===== src/hdl/ofd_defs.svh =====
`ifndef OFD_DEFS_SVH
`define OFD_DEFS_SVH
// ==========================================
// Register offsets and fields
`define OFD_ADDR_CTRL 4'h0
`define OFD_ADDR_STATUS 4'h4
`define OFD_ADDR_LAST 4'h8
`define OFD_CTRL_ENABLE_BIT 0
`define OFD_CTRL_RESET 1'h1
`define OFD_STATUS_ILLEGAL_BIT 16
`define OFD_LAST_CONDITION_CODE_LSB 16
// ==========================================
// Bit operation codes
`define OFD_BOP_SET 3'h0
`define OFD_BOP_CLEAR 3'h1
`define OFD_BOP_TOGGLE 3'h2
`define OFD_BOP_TEST 3'h4
`define OFD_BOP_XOR 3'h5
// ==========================================
// Register numbering and immediate split
`define OFD_AGEN1_BANK 1'h0
`define OFD_AGEN2_BANK 1'h1
`define OFD_SHIFT_LSB 0
`define OFD_LEN_LSB 6
`define OFD_FIELD6_W 6
`endif


===== src/hdl/ofd_pkg.sv =====
`include "ofd_defs.svh"
package ofd_pkg;
   // ==========================================
   // Bit operation kinds
   typedef enum logic [2:0] {
      OFD_OP_SET = `OFD_BOP_SET,
      OFD_OP_CLEAR = `OFD_BOP_CLEAR,
      OFD_OP_TOGGLE = `OFD_BOP_TOGGLE,
      OFD_OP_TEST = `OFD_BOP_TEST,
      OFD_OP_XOR = `OFD_BOP_XOR
   } ofd_bop_type;
   // ==========================================
   // Raw instruction fields
   typedef struct packed {
      logic loop_abort;
      logic branch_type;
      logic [2:0] bit_op_select;
      logic [3:0] data_reg_select;
      logic [3:0] complementary_reg_select;
      logic [4:0] condition_code;
      logic clear_current_irq;
      logic [7:0] immediate_data;
      logic [3:0] immediate_extension;
      logic [2:0] agen1_index_select;
      logic [2:0] agen1_modify_select;
      logic [2:0] agen2_index_select;
      logic [2:0] agen2_modify_select;
      logic agen1_direction;
      logic agen_select;
      logic else_clause;
      logic cache_flush_bit;
      logic emulation_halt_select;
   } ofd_fields_type;
   // ==========================================
   // Decoded control
   typedef struct packed {
      logic pop_loop_stack;
      logic pop_pc_stack;
      logic is_call;
      ofd_bop_type bit_op;
      logic bit_op_legal;
      logic [3:0] data_reg;
      logic [3:0] comp_reg;
      logic [4:0] condition_code_code;
      logic [31:0] condition_code_select;
      logic clear_irq;
      logic [11:0] imm12;
      logic [5:0] shift_amount;
      logic [5:0] field_length;
      logic [3:0] agen1_index;
      logic [3:0] agen1_modify;
      logic [3:0] agen2_index;
      logic [3:0] agen2_modify;
      logic mem_write;
      logic use_agen2;
      logic has_else;
      logic flush_cache;
      logic emu_halt;
      logic idle_halt;
   } ofd_ctrl_type;
endpackage


===== src/hdl/ofd_decoder.sv =====
// The register offsets and the Avalon-MM register port were decided locally.
`include "ofd_defs.svh"
// Overview of operation
// - Loop abort 1 pops loop and PC stacks on taken branch; 0 leaves them.
// - Bit op select: 000 set, 001 clear, 010 toggle, 100 test, 101 xor.
// - Data and complementary register fields each pick register 0 to 15.
// - Five-bit condition code 0 to 31 selects one governing condition.
// - Clear-interrupt bit 1 clears current interrupt; 0 leaves it active.
// - Immediate extension gives four upper bits above data, making 12 bits.
// - Low six immediate bits are shift amount, high six are field length.
// - First address generator index field picks index register 0 to 7.
// - First address generator modify field picks modify register 0 to 7.
// - Second address generator index and modify fields pick registers 8 to 15.
module ofd_decoder
   import ofd_pkg::*;
(
   input wire logic CLK,
   input wire logic NRST,
   input wire logic CE,
   input wire logic FIELD_VALID,
   input wire ofd_fields_type FIELDS,
   input wire logic BRANCH_TAKEN,
   output logic DECODE_VALID,
   output ofd_ctrl_type CTRL,
   input wire logic [3:0] AVS_ADDRESS,
   input wire logic AVS_READ,
   input wire logic AVS_WRITE,
   input wire logic [31:0] AVS_WRITEDATA,
   input wire logic [3:0] AVS_BYTEENABLE,
   output logic [31:0] AVS_READDATA,
   output logic AVS_WAITREQUEST
);
   // ==========================================
   // Decode state
   logic accept;
   logic decode_enable;
   ofd_ctrl_type next_ctrl;
   logic next_decode_valid;
   logic [11:0] imm;

   assign accept = CE & FIELD_VALID & decode_enable;
   assign imm = {FIELDS.immediate_extension, FIELDS.immediate_data};

   always_comb begin
      next_ctrl = CTRL;
      next_decode_valid = DECODE_VALID;
      if (CE) begin
         next_decode_valid = accept;
      end
      if (accept) begin
         next_ctrl.pop_loop_stack = FIELDS.loop_abort & BRANCH_TAKEN;
         next_ctrl.pop_pc_stack = FIELDS.loop_abort & BRANCH_TAKEN;
         next_ctrl.bit_op_legal = 1'h1;
         unique case (FIELDS.bit_op_select)
            `OFD_BOP_SET: next_ctrl.bit_op = OFD_OP_SET;
            `OFD_BOP_CLEAR: next_ctrl.bit_op = OFD_OP_CLEAR;
            `OFD_BOP_TOGGLE: next_ctrl.bit_op = OFD_OP_TOGGLE;
            `OFD_BOP_TEST: next_ctrl.bit_op = OFD_OP_TEST;
            `OFD_BOP_XOR: next_ctrl.bit_op = OFD_OP_XOR;
            default: begin
               next_ctrl.bit_op = OFD_OP_SET;
               next_ctrl.bit_op_legal = 1'h0;
            end
         endcase
         next_ctrl.data_reg = FIELDS.data_reg_select;
         next_ctrl.comp_reg = FIELDS.complementary_reg_select;
         next_ctrl.condition_code_code = FIELDS.condition_code;
         next_ctrl.condition_code_select = 32'h00000001 << FIELDS.condition_code;
         next_ctrl.clear_irq = FIELDS.clear_current_irq;
         next_ctrl.imm12 = imm;
         next_ctrl.shift_amount = imm[`OFD_SHIFT_LSB +: `OFD_FIELD6_W];
         next_ctrl.field_length = imm[`OFD_LEN_LSB +: `OFD_FIELD6_W];
         next_ctrl.agen1_index = {`OFD_AGEN1_BANK, FIELDS.agen1_index_select};
         next_ctrl.agen1_modify = {`OFD_AGEN1_BANK, FIELDS.agen1_modify_select};
         next_ctrl.agen2_index = {`OFD_AGEN2_BANK, FIELDS.agen2_index_select};
         next_ctrl.agen2_modify = {`OFD_AGEN2_BANK, FIELDS.agen2_modify_select};
         next_ctrl.is_call = FIELDS.branch_type;
         next_ctrl.mem_write = FIELDS.agen1_direction;
         next_ctrl.use_agen2 = FIELDS.agen_select;
         next_ctrl.has_else = FIELDS.else_clause;
         next_ctrl.flush_cache = FIELDS.cache_flush_bit;
         next_ctrl.emu_halt = ~FIELDS.emulation_halt_select;
         next_ctrl.idle_halt = FIELDS.emulation_halt_select;
      end
   end

   always_ff @(posedge CLK or negedge NRST) begin
      if (!NRST) begin
         CTRL <= '0;
         DECODE_VALID <= 1'h0;
      end else begin
         CTRL <= next_ctrl;
         DECODE_VALID <= next_decode_valid;
      end
   end

   // ==========================================
   // Avalon-MM slave
   logic ack;
   logic next_ack;
   logic [31:0] next_readdata;
   logic next_decode_enable;
   logic illegal_seen;
   logic next_illegal_seen;
   logic [15:0] decode_count;
   logic [15:0] next_decode_count;
   logic bus_req;
   logic wr_take;

   assign bus_req = AVS_READ | AVS_WRITE;
   // Clock enable low stretches the wait
   assign AVS_WAITREQUEST = bus_req & ~(ack & CE);
   assign wr_take = CE & AVS_WRITE & ack;

   always_comb begin
      next_ack = ack;
      next_readdata = AVS_READDATA;
      next_decode_enable = decode_enable;
      next_illegal_seen = illegal_seen;
      next_decode_count = decode_count;
      if (CE) begin
         next_ack = bus_req & ~ack;
         if (AVS_READ & ~ack) begin
            unique case (AVS_ADDRESS)
               `OFD_ADDR_CTRL: next_readdata = {31'h00000000, decode_enable};
               `OFD_ADDR_STATUS: next_readdata = {15'h0000, illegal_seen, decode_count};
               `OFD_ADDR_LAST: next_readdata = {11'h000, CTRL.condition_code_code, 4'h0, CTRL.imm12};
               default: next_readdata = 32'h00000000;
            endcase
         end
         if (wr_take && AVS_ADDRESS == `OFD_ADDR_CTRL && AVS_BYTEENABLE[0]) begin
            next_decode_enable = AVS_WRITEDATA[`OFD_CTRL_ENABLE_BIT];
         end
         if (wr_take && AVS_ADDRESS == `OFD_ADDR_STATUS && AVS_BYTEENABLE[2]
             && AVS_WRITEDATA[`OFD_STATUS_ILLEGAL_BIT]) begin
            next_illegal_seen = 1'h0;
         end
         // Set wins over clear
         if (accept && next_ctrl.bit_op_legal == 1'h0) begin
            next_illegal_seen = 1'h1;
         end
         if (accept) begin
            next_decode_count = decode_count + 16'h0001;
         end
      end
   end

   always_ff @(posedge CLK or negedge NRST) begin
      if (!NRST) begin
         ack <= 1'h0;
         AVS_READDATA <= 32'h00000000;
         decode_enable <= `OFD_CTRL_RESET;
         illegal_seen <= 1'h0;
         decode_count <= 16'h0000;
      end else begin
         ack <= next_ack;
         AVS_READDATA <= next_readdata;
         decode_enable <= next_decode_enable;
         illegal_seen <= next_illegal_seen;
         decode_count <= next_decode_count;
      end
   end

   // ==========================================
   // Assertions
   AST_POP_TAKEN: assert property (@(posedge CLK) disable iff (!NRST)
      accept && FIELDS.loop_abort && BRANCH_TAKEN |=> CTRL.pop_loop_stack && CTRL.pop_pc_stack)
      else $error("Stacks not popped on taken abort branch");

   AST_POP_QUIET: assert property (@(posedge CLK) disable iff (!NRST)
      accept && !(FIELDS.loop_abort && BRANCH_TAKEN) |=> !CTRL.pop_loop_stack && !CTRL.pop_pc_stack)
      else $error("Stacks popped without taken abort branch");

   AST_BOP_TEST: assert property (@(posedge CLK) disable iff (!NRST)
      accept && FIELDS.bit_op_select == 3'h4 |=> CTRL.bit_op == OFD_OP_TEST && CTRL.bit_op_legal)
      else $error("Test code not decoded");

   AST_BOP_BAD: assert property (@(posedge CLK) disable iff (!NRST)
      accept && FIELDS.bit_op_select inside {3'h3, 3'h6, 3'h7} |=> !CTRL.bit_op_legal && illegal_seen)
      else $error("Illegal bit op accepted");

   AST_REGS: assert property (@(posedge CLK) disable iff (!NRST)
      accept |=> CTRL.data_reg == $past(FIELDS.data_reg_select)
         && CTRL.comp_reg == $past(FIELDS.complementary_reg_select))
      else $error("Register select mismatch");

   AST_CONDITION_CODE: assert property (@(posedge CLK) disable iff (!NRST)
      DECODE_VALID |-> CTRL.condition_code_select == (32'h00000001 << CTRL.condition_code_code) && $onehot(CTRL.condition_code_select))
      else $error("Condition select not one-hot of code");

   AST_CLR_IRQ: assert property (@(posedge CLK) disable iff (!NRST)
      accept |=> CTRL.clear_irq == $past(FIELDS.clear_current_irq))
      else $error("Clear interrupt mismatch");

   AST_IMM: assert property (@(posedge CLK) disable iff (!NRST)
      accept |=> CTRL.imm12 == {$past(FIELDS.immediate_extension), $past(FIELDS.immediate_data)})
      else $error("Immediate extension misplaced");

   AST_SHIFT_LEN: assert property (@(posedge CLK) disable iff (!NRST)
      DECODE_VALID |-> CTRL.shift_amount == CTRL.imm12[5:0] && CTRL.field_length == CTRL.imm12[11:6])
      else $error("Shift or length split wrong");

   AST_AGEN1_IDX: assert property (@(posedge CLK) disable iff (!NRST)
      accept |=> CTRL.agen1_index < 4'h8 && CTRL.agen1_index[2:0] == $past(FIELDS.agen1_index_select))
      else $error("First index out of 0 to 7");

   AST_AGEN1_MOD: assert property (@(posedge CLK) disable iff (!NRST)
      accept |=> CTRL.agen1_modify < 4'h8 && CTRL.agen1_modify[2:0] == $past(FIELDS.agen1_modify_select))
      else $error("First modify out of 0 to 7");

   AST_AGEN2: assert property (@(posedge CLK) disable iff (!NRST)
      accept |=> CTRL.agen2_index >= 4'h8 && CTRL.agen2_modify >= 4'h8
         && CTRL.agen2_index[2:0] == $past(FIELDS.agen2_index_select)
         && CTRL.agen2_modify[2:0] == $past(FIELDS.agen2_modify_select))
      else $error("Second bank out of 8 to 15");

   AST_BITS: assert property (@(posedge CLK) disable iff (!NRST)
      accept |=> CTRL.is_call == $past(FIELDS.branch_type) && CTRL.mem_write == $past(FIELDS.agen1_direction)
         && CTRL.use_agen2 == $past(FIELDS.agen_select) && CTRL.has_else == $past(FIELDS.else_clause)
         && CTRL.flush_cache == $past(FIELDS.cache_flush_bit))
      else $error("Single-bit field mismatch");

   AST_BUS_ANSWER: assert property (@(posedge CLK) disable iff (!NRST)
      CE && bus_req && AVS_WAITREQUEST |=> !AVS_WAITREQUEST || !bus_req || !CE)
      else $error("Bus answer late");

   AST_DISABLED: assert property (@(posedge CLK) disable iff (!NRST)
      CE && !decode_enable |=> !DECODE_VALID)
      else $error("Decode while disabled");

   AST_BOP_SET: assert property (@(posedge CLK) disable iff (!NRST)
      accept && FIELDS.bit_op_select == 3'h0 |=> CTRL.bit_op == OFD_OP_SET && CTRL.bit_op_legal)
      else $error("Set code not decoded");

   AST_BOP_CLEAR: assert property (@(posedge CLK) disable iff (!NRST)
      accept && FIELDS.bit_op_select == 3'h1 |=> CTRL.bit_op == OFD_OP_CLEAR && CTRL.bit_op_legal)
      else $error("Clear code not decoded");

   AST_BOP_TOGGLE: assert property (@(posedge CLK) disable iff (!NRST)
      accept && FIELDS.bit_op_select == 3'h2 |=> CTRL.bit_op == OFD_OP_TOGGLE && CTRL.bit_op_legal)
      else $error("Toggle code not decoded");

   AST_BOP_XOR: assert property (@(posedge CLK) disable iff (!NRST)
      accept && FIELDS.bit_op_select == 3'h5 |=> CTRL.bit_op == OFD_OP_XOR && CTRL.bit_op_legal)
      else $error("Xor code not decoded");

   AST_CONDITION_CODE_CODE: assert property (@(posedge CLK) disable iff (!NRST)
      accept |=> CTRL.condition_code_code == $past(FIELDS.condition_code) && CTRL.condition_code_select[CTRL.condition_code_code])
      else $error("Condition code not carried");

   AST_SHIFT_SRC: assert property (@(posedge CLK) disable iff (!NRST)
      accept |=> CTRL.shift_amount == $past(FIELDS.immediate_data[5:0])
         && CTRL.field_length == {$past(FIELDS.immediate_extension), $past(FIELDS.immediate_data[7:6])})
      else $error("Shift or length not from immediate");

   AST_HALT: assert property (@(posedge CLK) disable iff (!NRST)
      accept |=> CTRL.emu_halt == !$past(FIELDS.emulation_halt_select)
         && CTRL.idle_halt == $past(FIELDS.emulation_halt_select))
      else $error("Halt select mismatch");

   AST_CTRL_HOLD: assert property (@(posedge CLK) disable iff (!NRST)
      !accept |=> CTRL == $past(CTRL))
      else $error("Controls moved without accept");

   AST_VALID_SET: assert property (@(posedge CLK) disable iff (!NRST)
      accept |=> DECODE_VALID)
      else $error("Accepted decode not flagged");

   AST_VALID_PULSE: assert property (@(posedge CLK) disable iff (!NRST)
      CE && !accept |=> !DECODE_VALID)
      else $error("Decode flag without accept");

   AST_CE_FREEZE: assert property (@(posedge CLK) disable iff (!NRST)
      !CE |=> DECODE_VALID == $past(DECODE_VALID) && ack == $past(ack) && decode_count == $past(decode_count)
         && illegal_seen == $past(illegal_seen) && AVS_READDATA == $past(AVS_READDATA))
      else $error("State moved while clock enable low");

   AST_BUS_CE_WAIT: assert property (@(posedge CLK) disable iff (!NRST)
      bus_req && !CE |-> AVS_WAITREQUEST)
      else $error("Bus answered while clock enable low");

   AST_COUNT: assert property (@(posedge CLK) disable iff (!NRST)
      accept |=> decode_count == $past(decode_count) + 16'h0001)
      else $error("Decode count not advanced");

   AST_STICKY: assert property (@(posedge CLK) disable iff (!NRST)
      illegal_seen && !(wr_take && AVS_ADDRESS == `OFD_ADDR_STATUS && AVS_BYTEENABLE[2]
         && AVS_WRITEDATA[`OFD_STATUS_ILLEGAL_BIT]) |=> illegal_seen)
      else $error("Illegal flag lost");

   AST_CTRL_READ: assert property (@(posedge CLK) disable iff (!NRST)
      AVS_READ && !AVS_WAITREQUEST && AVS_ADDRESS == `OFD_ADDR_CTRL
         |-> AVS_READDATA == {31'h00000000, decode_enable})
      else $error("Control read data wrong");

   AST_WR_ENABLE: assert property (@(posedge CLK) disable iff (!NRST)
      wr_take && AVS_ADDRESS == `OFD_ADDR_CTRL && AVS_BYTEENABLE[0]
         |=> decode_enable == $past(AVS_WRITEDATA[`OFD_CTRL_ENABLE_BIT]))
      else $error("Enable write not taken");
endmodule


===== config.mk =====
export PLATFORM = sky130hd
export DESIGN_NAME = ofd_decoder
export DESIGN_NICKNAME = d
export VERILOG_FILES = /design/src/hdl/ofd_pkg.sv /design/src/hdl/ofd_decoder.sv
export VERILOG_INCLUDE_DIRS = /design/src /design/src/hdl
export SDC_FILE = /design/constraint.sdc
export NUM_CORES = 1
export LEC_CHECK = 0
export ABC_CLOCK_PERIOD_IN_PS = 3180
export BUFFER_PORTS_ARGS = -buffer_cell sky130_fd_sc_hd__buf_4
export CAP_MARGIN = 20
export CORE_MARGIN = 2
export CORE_UTILIZATION = 51
export CTS_CLUSTER_DIAMETER = 60
export DETAILED_ROUTE_END_ITERATION = 8
export PLACE_DENSITY = 0.91
export SLEW_MARGIN = 10
export SYNTH_ARGS = -nofsm -noshare
export SYNTH_HDL_FRONTEND = slang
export SYNTH_SLANG_ARGS = --single-unit
export TNS_END_PERCENT = 50

===== constraint.sdc =====
create_clock -name CLK -period 3.18 [get_ports CLK]
set_input_delay 0.477 -clock CLK [delete_from_list [all_inputs] [get_ports CLK]]
set_output_delay 0.477 -clock CLK [all_outputs]
set_load 0.02 [all_outputs]

# ---- Word-level counts from Yosys, hierarchy flattened
# Index checks and enable logic that the tools add are counted.
dict set report word_totals {
  reg_bits 148
  input_bits 95
}
dict set report op_classes {
  addsub 1
  n_eq_ne 6
  shifts 1
  muxes 6
  bitwise_logic 14
  n_reduce_logical 14
}
# operator count
set ops {}
lappend ops {{two-way mux 93 bit} 1}
lappend ops {{case mux 21 bit (3 select lines)} 1}
lappend ops {{<< shifter 1 x 5 -> 32 bit, first input constant} 1}
lappend ops {{adder 16 x 1 -> 16 bit, second input constant} 1}
lappend ops {{case mux 3 bit (4 select lines)} 1}
lappend ops {{AND 1 bit} 9}
lappend ops {{AND reduction 2 bit} 4}
lappend ops {{equality test 3 bit, second input constant} 2}
lappend ops {{logical AND 1 bit} 6}
lappend ops {{OR reduction 5 bit} 1}
lappend ops {{equality test 4 x 3 -> 1 bit, second input constant} 1}
lappend ops {{equality test 4 bit, second input constant} 1}
lappend ops {{zero test 4 bit} 1}
lappend ops {{inverter 1 bit} 4}
lappend ops {{equality test 3 x 1 -> 1 bit, second input constant} 1}
lappend ops {{equality test 3 x 2 -> 1 bit, second input constant} 1}
lappend ops {{zero test 3 bit} 1}
lappend ops {{two-way mux 1 bit} 3}
lappend ops {{nonzero test 2 bit} 1}
lappend ops {{bitwise OR 1 bit} 1}

# ---- Depth between registers and ports, before layout
dict set report logic_depth {
  ltp_word 8
  mapped_depth 5
  mapped_depth_nobuf 4
}

# ---- Worst setup path after synthesis
# No wires, ideal clock.
dict set report synth_timing {
  path_type {in2reg}
  start {input AVS_ADDRESS[1]}
  end {register decode_enable}
  setup_time_ns 0.082
  arrival_ns 1.432
  required_ns 3.098
  setup_slack_ns 1.666
  stages 4
  path_cell_list {nor2_1 nand4_1 nor4b_1 mux2_2}
}
dict set report synth_via {
  elab_chain_len 4
}
# element line_no
set synth_rtl {}
lappend synth_rtl {{from (decl)} ofd_decoder.sv:25} ;# input wire logic [3:0] AVS_ADDRESS,
lappend synth_rtl {{zero test 4 bit} -}
lappend synth_rtl {{logical AND 1 bit (no line)} -}
lappend synth_rtl {{logical AND 1 bit} ofd_decoder.sv:131} ;# if (wr_take && AVS_ADDRESS == `OFD_ADDR_CTRL && AVS_BYTEENABLE[0]) begin
lappend synth_rtl {{AND reduction 2 bit (no line)} -}
lappend synth_rtl {{to (signal assigned)} ofd_decoder.sv:152} ;# decode_enable <= `OFD_CTRL_RESET;
lappend synth_rtl {{to (signal assigned)} ofd_decoder.sv:158} ;# decode_enable <= next_decode_enable;
lappend synth_rtl {{to (decl)} ofd_decoder.sv:36} ;# logic decode_enable;
# Every way passes these cells.
# A chain may end at the register's enable or synchronous reset.

# ---- Final worst setup path
dict set report layout_timing {
  start {register decode_enable}
  end {register decode_count[14]}
}
dict set report layout_via {
  elab_chain_len 2
}
# element line_no
set layout_rtl {}
lappend layout_rtl {{AND 1 bit} ofd_decoder.sv:41} ;# assign accept = CE & FIELD_VALID & decode_enable;
lappend layout_rtl {{AND reduction 2 bit (no line)} -}
lappend layout_rtl {{to (signal assigned)} ofd_decoder.sv:160} ;# decode_count <= next_decode_count;
lappend layout_rtl {{to (decl)} ofd_decoder.sv:105} ;# logic [15:0] decode_count;
# Every way passes these cells.

==> results.sh <==
export IMPL_yosysTopAreaCell="dfrtp_1"
export IMPL_coreArea_um2=9820
export IMPL_io_pins=228
export IMPL_cts_reportedPaths_clkPinSlew_ns=0.06
export IMPL_row_count=36
export IMPL_clock_root_buffer="clkbuf_8"
export IMPL_drt_wl_total_um=13800
export IMPL_ys_ff_latch=124
export IMPL_die_h_um=105
export IMPL_crit_type="flop to flop"
export IMPL_drive_above_1_share=0.321
export IMPL_finalSetupViolations=0
export IMPL_die_width_um=105
export IMPL_vias=4368
export IMPL_crit_path_top_delay_cell="dfstp_2"
export IMPL_cts_buffers=17
export IMPL_fillers=737
export IMPL_leakagePower_uw=0.00377
export IMPL_finalHoldViolCount=0
export IMPL_ant_nets=0
export IMPL_max_slew_margin_rel=0.640
export IMPL_grt_start_max_net_pins=63
export IMPL_cts_sinks=124
export IMPL_vdd_drop_max_mv=0.350
export IMPL_initialDrtViolationCount=218
export IMPL_grt_usage=0.261
export IMPL_max_cap_violations=0
export IMPL_synth_area_um2=5160
export IMPL_wl_per_cell_um=16.5
export IMPL_slowest_delay_ns=0.57
export IMPL_syn_avg_cell_area_um2=9.95
export IMPL_power_density_nw_per_um2=690
export IMPL_seq_area_frac_synth=0.601
export IMPL_critPathArrivalTime_ns=2.41
export IMPL_synth_top_area_frac=0.596
export IMPL_grt_pass1_vias=4445
export IMPL_synth_flop_cell="dfrtp_1"
export IMPL_diodes=0
export IMPL_holdWs_ns=0.148
export IMPL_hpwl_um=9690
export IMPL_postCtsResizedCells=0
export IMPL_overflow=0
export IMPL_tns_ns=0
export IMPL_grt_pass1_wl_um=22400
export IMPL_yosysUniqueCellTypes=40
export IMPL_synth_area_leaders="dfrtp_1 (60%), nand2_1 (14%), buf_4 (3.9%)"
export IMPL_place_port_buffers=182
export IMPL_fin_nets=785
export IMPL_worst_pin_slew_ns=0.540
export IMPL_cp_end_kind="flop"
export IMPL_start_util=0.526
export IMPL_period_needed_ns=1.98
export IMPL_insertion_delay_ns=0.51
export IMPL_cp_cell_sequence="and3_2 > nand4_2 > nor3_1 > xnor2_1"
export IMPL_fin_skew_ns=0.00748
export IMPL_cts_max_level=4
export IMPL_drt_vias_per_instance=5.24
export IMPL_clk_path_buf_depth=2
export IMPL_hold_path_class="input port to flop"
export IMPL_synthToLayoutAreaGrowth_pct=37.9
export IMPL_status="finished clean"
export IMPL_slew_viol_final=0
export IMPL_worstSetupStartpointType="flop"
export IMPL_cts_tree="yes"
export IMPL_critPathMaxFanout=27
export IMPL_synth_edff_count=0
export IMPL_firstDrtPassIters=4
export IMPL_antenna_found_initial=0
export IMPL_async_reset_ff_frac=1.00
export IMPL_place_gp_congestion=0.809
export IMPL_syn_inst=519
export IMPL_fp_dieArea_um2=10900
export IMPL_crit_required_ns=3.61
export IMPL_yosysWarnings=0
export IMPL_timing_final_crit_share=0.622
export IMPL_rsz0062_at_grt="no"
export IMPL_fmax_ghz=0.506
export IMPL_drc=0
Yosys cell counts, types with 5 or more instances:
| cell | count |
|---|---|
| a22o_1 | 14 |
| a22oi_1 | 12 |
| nor2b_1 | 5 |
| nor2_1 | 10 |
| xor2_1 | 5 |
| o21ai_0 | 33 |
| nand3_1 | 6 |
| nand2_1 | 192 |
| buf_2 | 9 |
| dfrtp_1 | 123 |
| xnor2_1 | 10 |
| nand2b_1 | 7 |
| nand3b_1 | 5 |
| clkbuf_1 | 15 |
| buf_4 | 27 |
stage by stage:
stage / util / cell area [µm²] / power, µW / setup slack (ns) / instances
2_1_floorplan: - / 5210 / 2490 / 1.67 / 531
3_3_place_gp: 0.663 / 6510 / 2930 / 1.22 / 802
3_5_place_dp: 0.663 / 6510 / 2960 / 1.16 / 802
4_1_cts: 0.725 / 7120 / 4940 / 1.20 / 833
5_1_grt: 0.725 / 7120 / 5100 / 1.07 / 833
6_report: 0.725 / 7120 / 4910 / 1.20 / 833
cells by family after synthesis:
| kind of cell | Yosys count | synth area share |
|---|---|---|
| XOR/XNOR | 15 | 0.0254 |
| other | 1 | 0.000726 |
| adder cells (fa/ha/maj) | 1 | 0.00242 |
| buffers and inverters | 56 | 0.0640 |
| AO/OA/AOI/OAI | 73 | 0.0952 |
| multiplexers | 1 | 0.00218 |
| flip-flops | 124 | 0.601 |
| AND/OR/NAND/NOR | 248 | 0.209 |
state kept, by name, indices dropped and copies added, names as in the netlist:
register	flops
decode_enable	1
DECODE_VALID	1
decode_count	16
AVS_READDATA	21
CTRL	83
illegal_seen	1
ack	1
where the power goes:
part / internal [µW] / switching (µW)
clock: 1320 / 651
combinational: 424 / 587
sequential: 1770 / 155
total: 3520 / 1390
repair_timing:
item	in CTS	in global routing
endpoints found under the setup margin	0	0
hold endpoints to repair	26	0
hold buffers	1	0
buffers inserted	0	0
layer usage:
| metal | up-vias | GRT usage | share of wire |
|---|---|---|---|
| li1 | 2020 | - | - |
| met1 | 2120 | 0.318 | 0.39 |
| met2 | 191 | 0.436 | 0.51 |
| met3 | 37 | 0.0661 | 0.066 |
| met4 | 0 | 0.126 | 0.032 |
| met5 | - | 0 | 0 |
worst max-delay path, delay by kind of cell, from the launching register on:
kind	cells	cell delay [ns]
XOR/XNOR	1	0.16
AND/OR/NAND/NOR	3	1.16
flip-flops	1	0.57
worst paths after layout:
kind | startpoint | endpoint | slack [ns] | depth (start not counted)
max in group asynchronous | NRST | decode_count[0] | 1.96 | 3
min | FIELDS[36] | CTRL[85] | 0.15 | 3
min reg2reg | CTRL[14] | CTRL[14] | 0.48 | 2
max reg2reg | decode_enable | decode_count[14] | 1.20 | 4
min in group asynchronous | NRST | CTRL[6] | 0.41 | 2
max | decode_enable | decode_count[14] | 1.20 | 4
area by class of cell:
cell class / instances / area, µm² / area share
Sequential cell: 124 / 3100 / 0.436
Multi-Input combinational cell: 351 / 1780 / 0.250
Timing Repair Buffer: 191 / 1450 / 0.203
Clock buffer: 23 / 467 / 0.0655
Tap cell: 133 / 166 / 0.0234
Clock inverter: 7 / 138 / 0.0193
Inverter: 4 / 15.0 / 0.00211
layout by cell type (no fill, tap or decap), drive strengths merged, types with 2 or more instances in the layout:
| cell | instances |
|---|---|
| a21oi | 2 |
| a22o | 14 |
| a22oi | 12 |
| a32o | 3 |
| and2 | 2 |
| and4 | 2 |
| buf | 190 |
| bufinv | 4 |
| clkbuf | 23 |
| clkinv | 2 |
| conb | 13 |
| dfrtp | 123 |
| inv | 4 |
| nand2 | 192 |
| nand2b | 7 |
| nand3 | 7 |
| nand3b | 5 |
| nand4 | 6 |
| nor2 | 10 |
| nor2b | 5 |
| nor3 | 4 |
| nor4b | 3 |
| o21ai | 33 |
| o31ai | 3 |
| o41ai | 4 |
| or3 | 2 |
| xnor2 | 10 |
| xor2 | 5 |
Note: power is estimated with default switching activity, not from simulation.
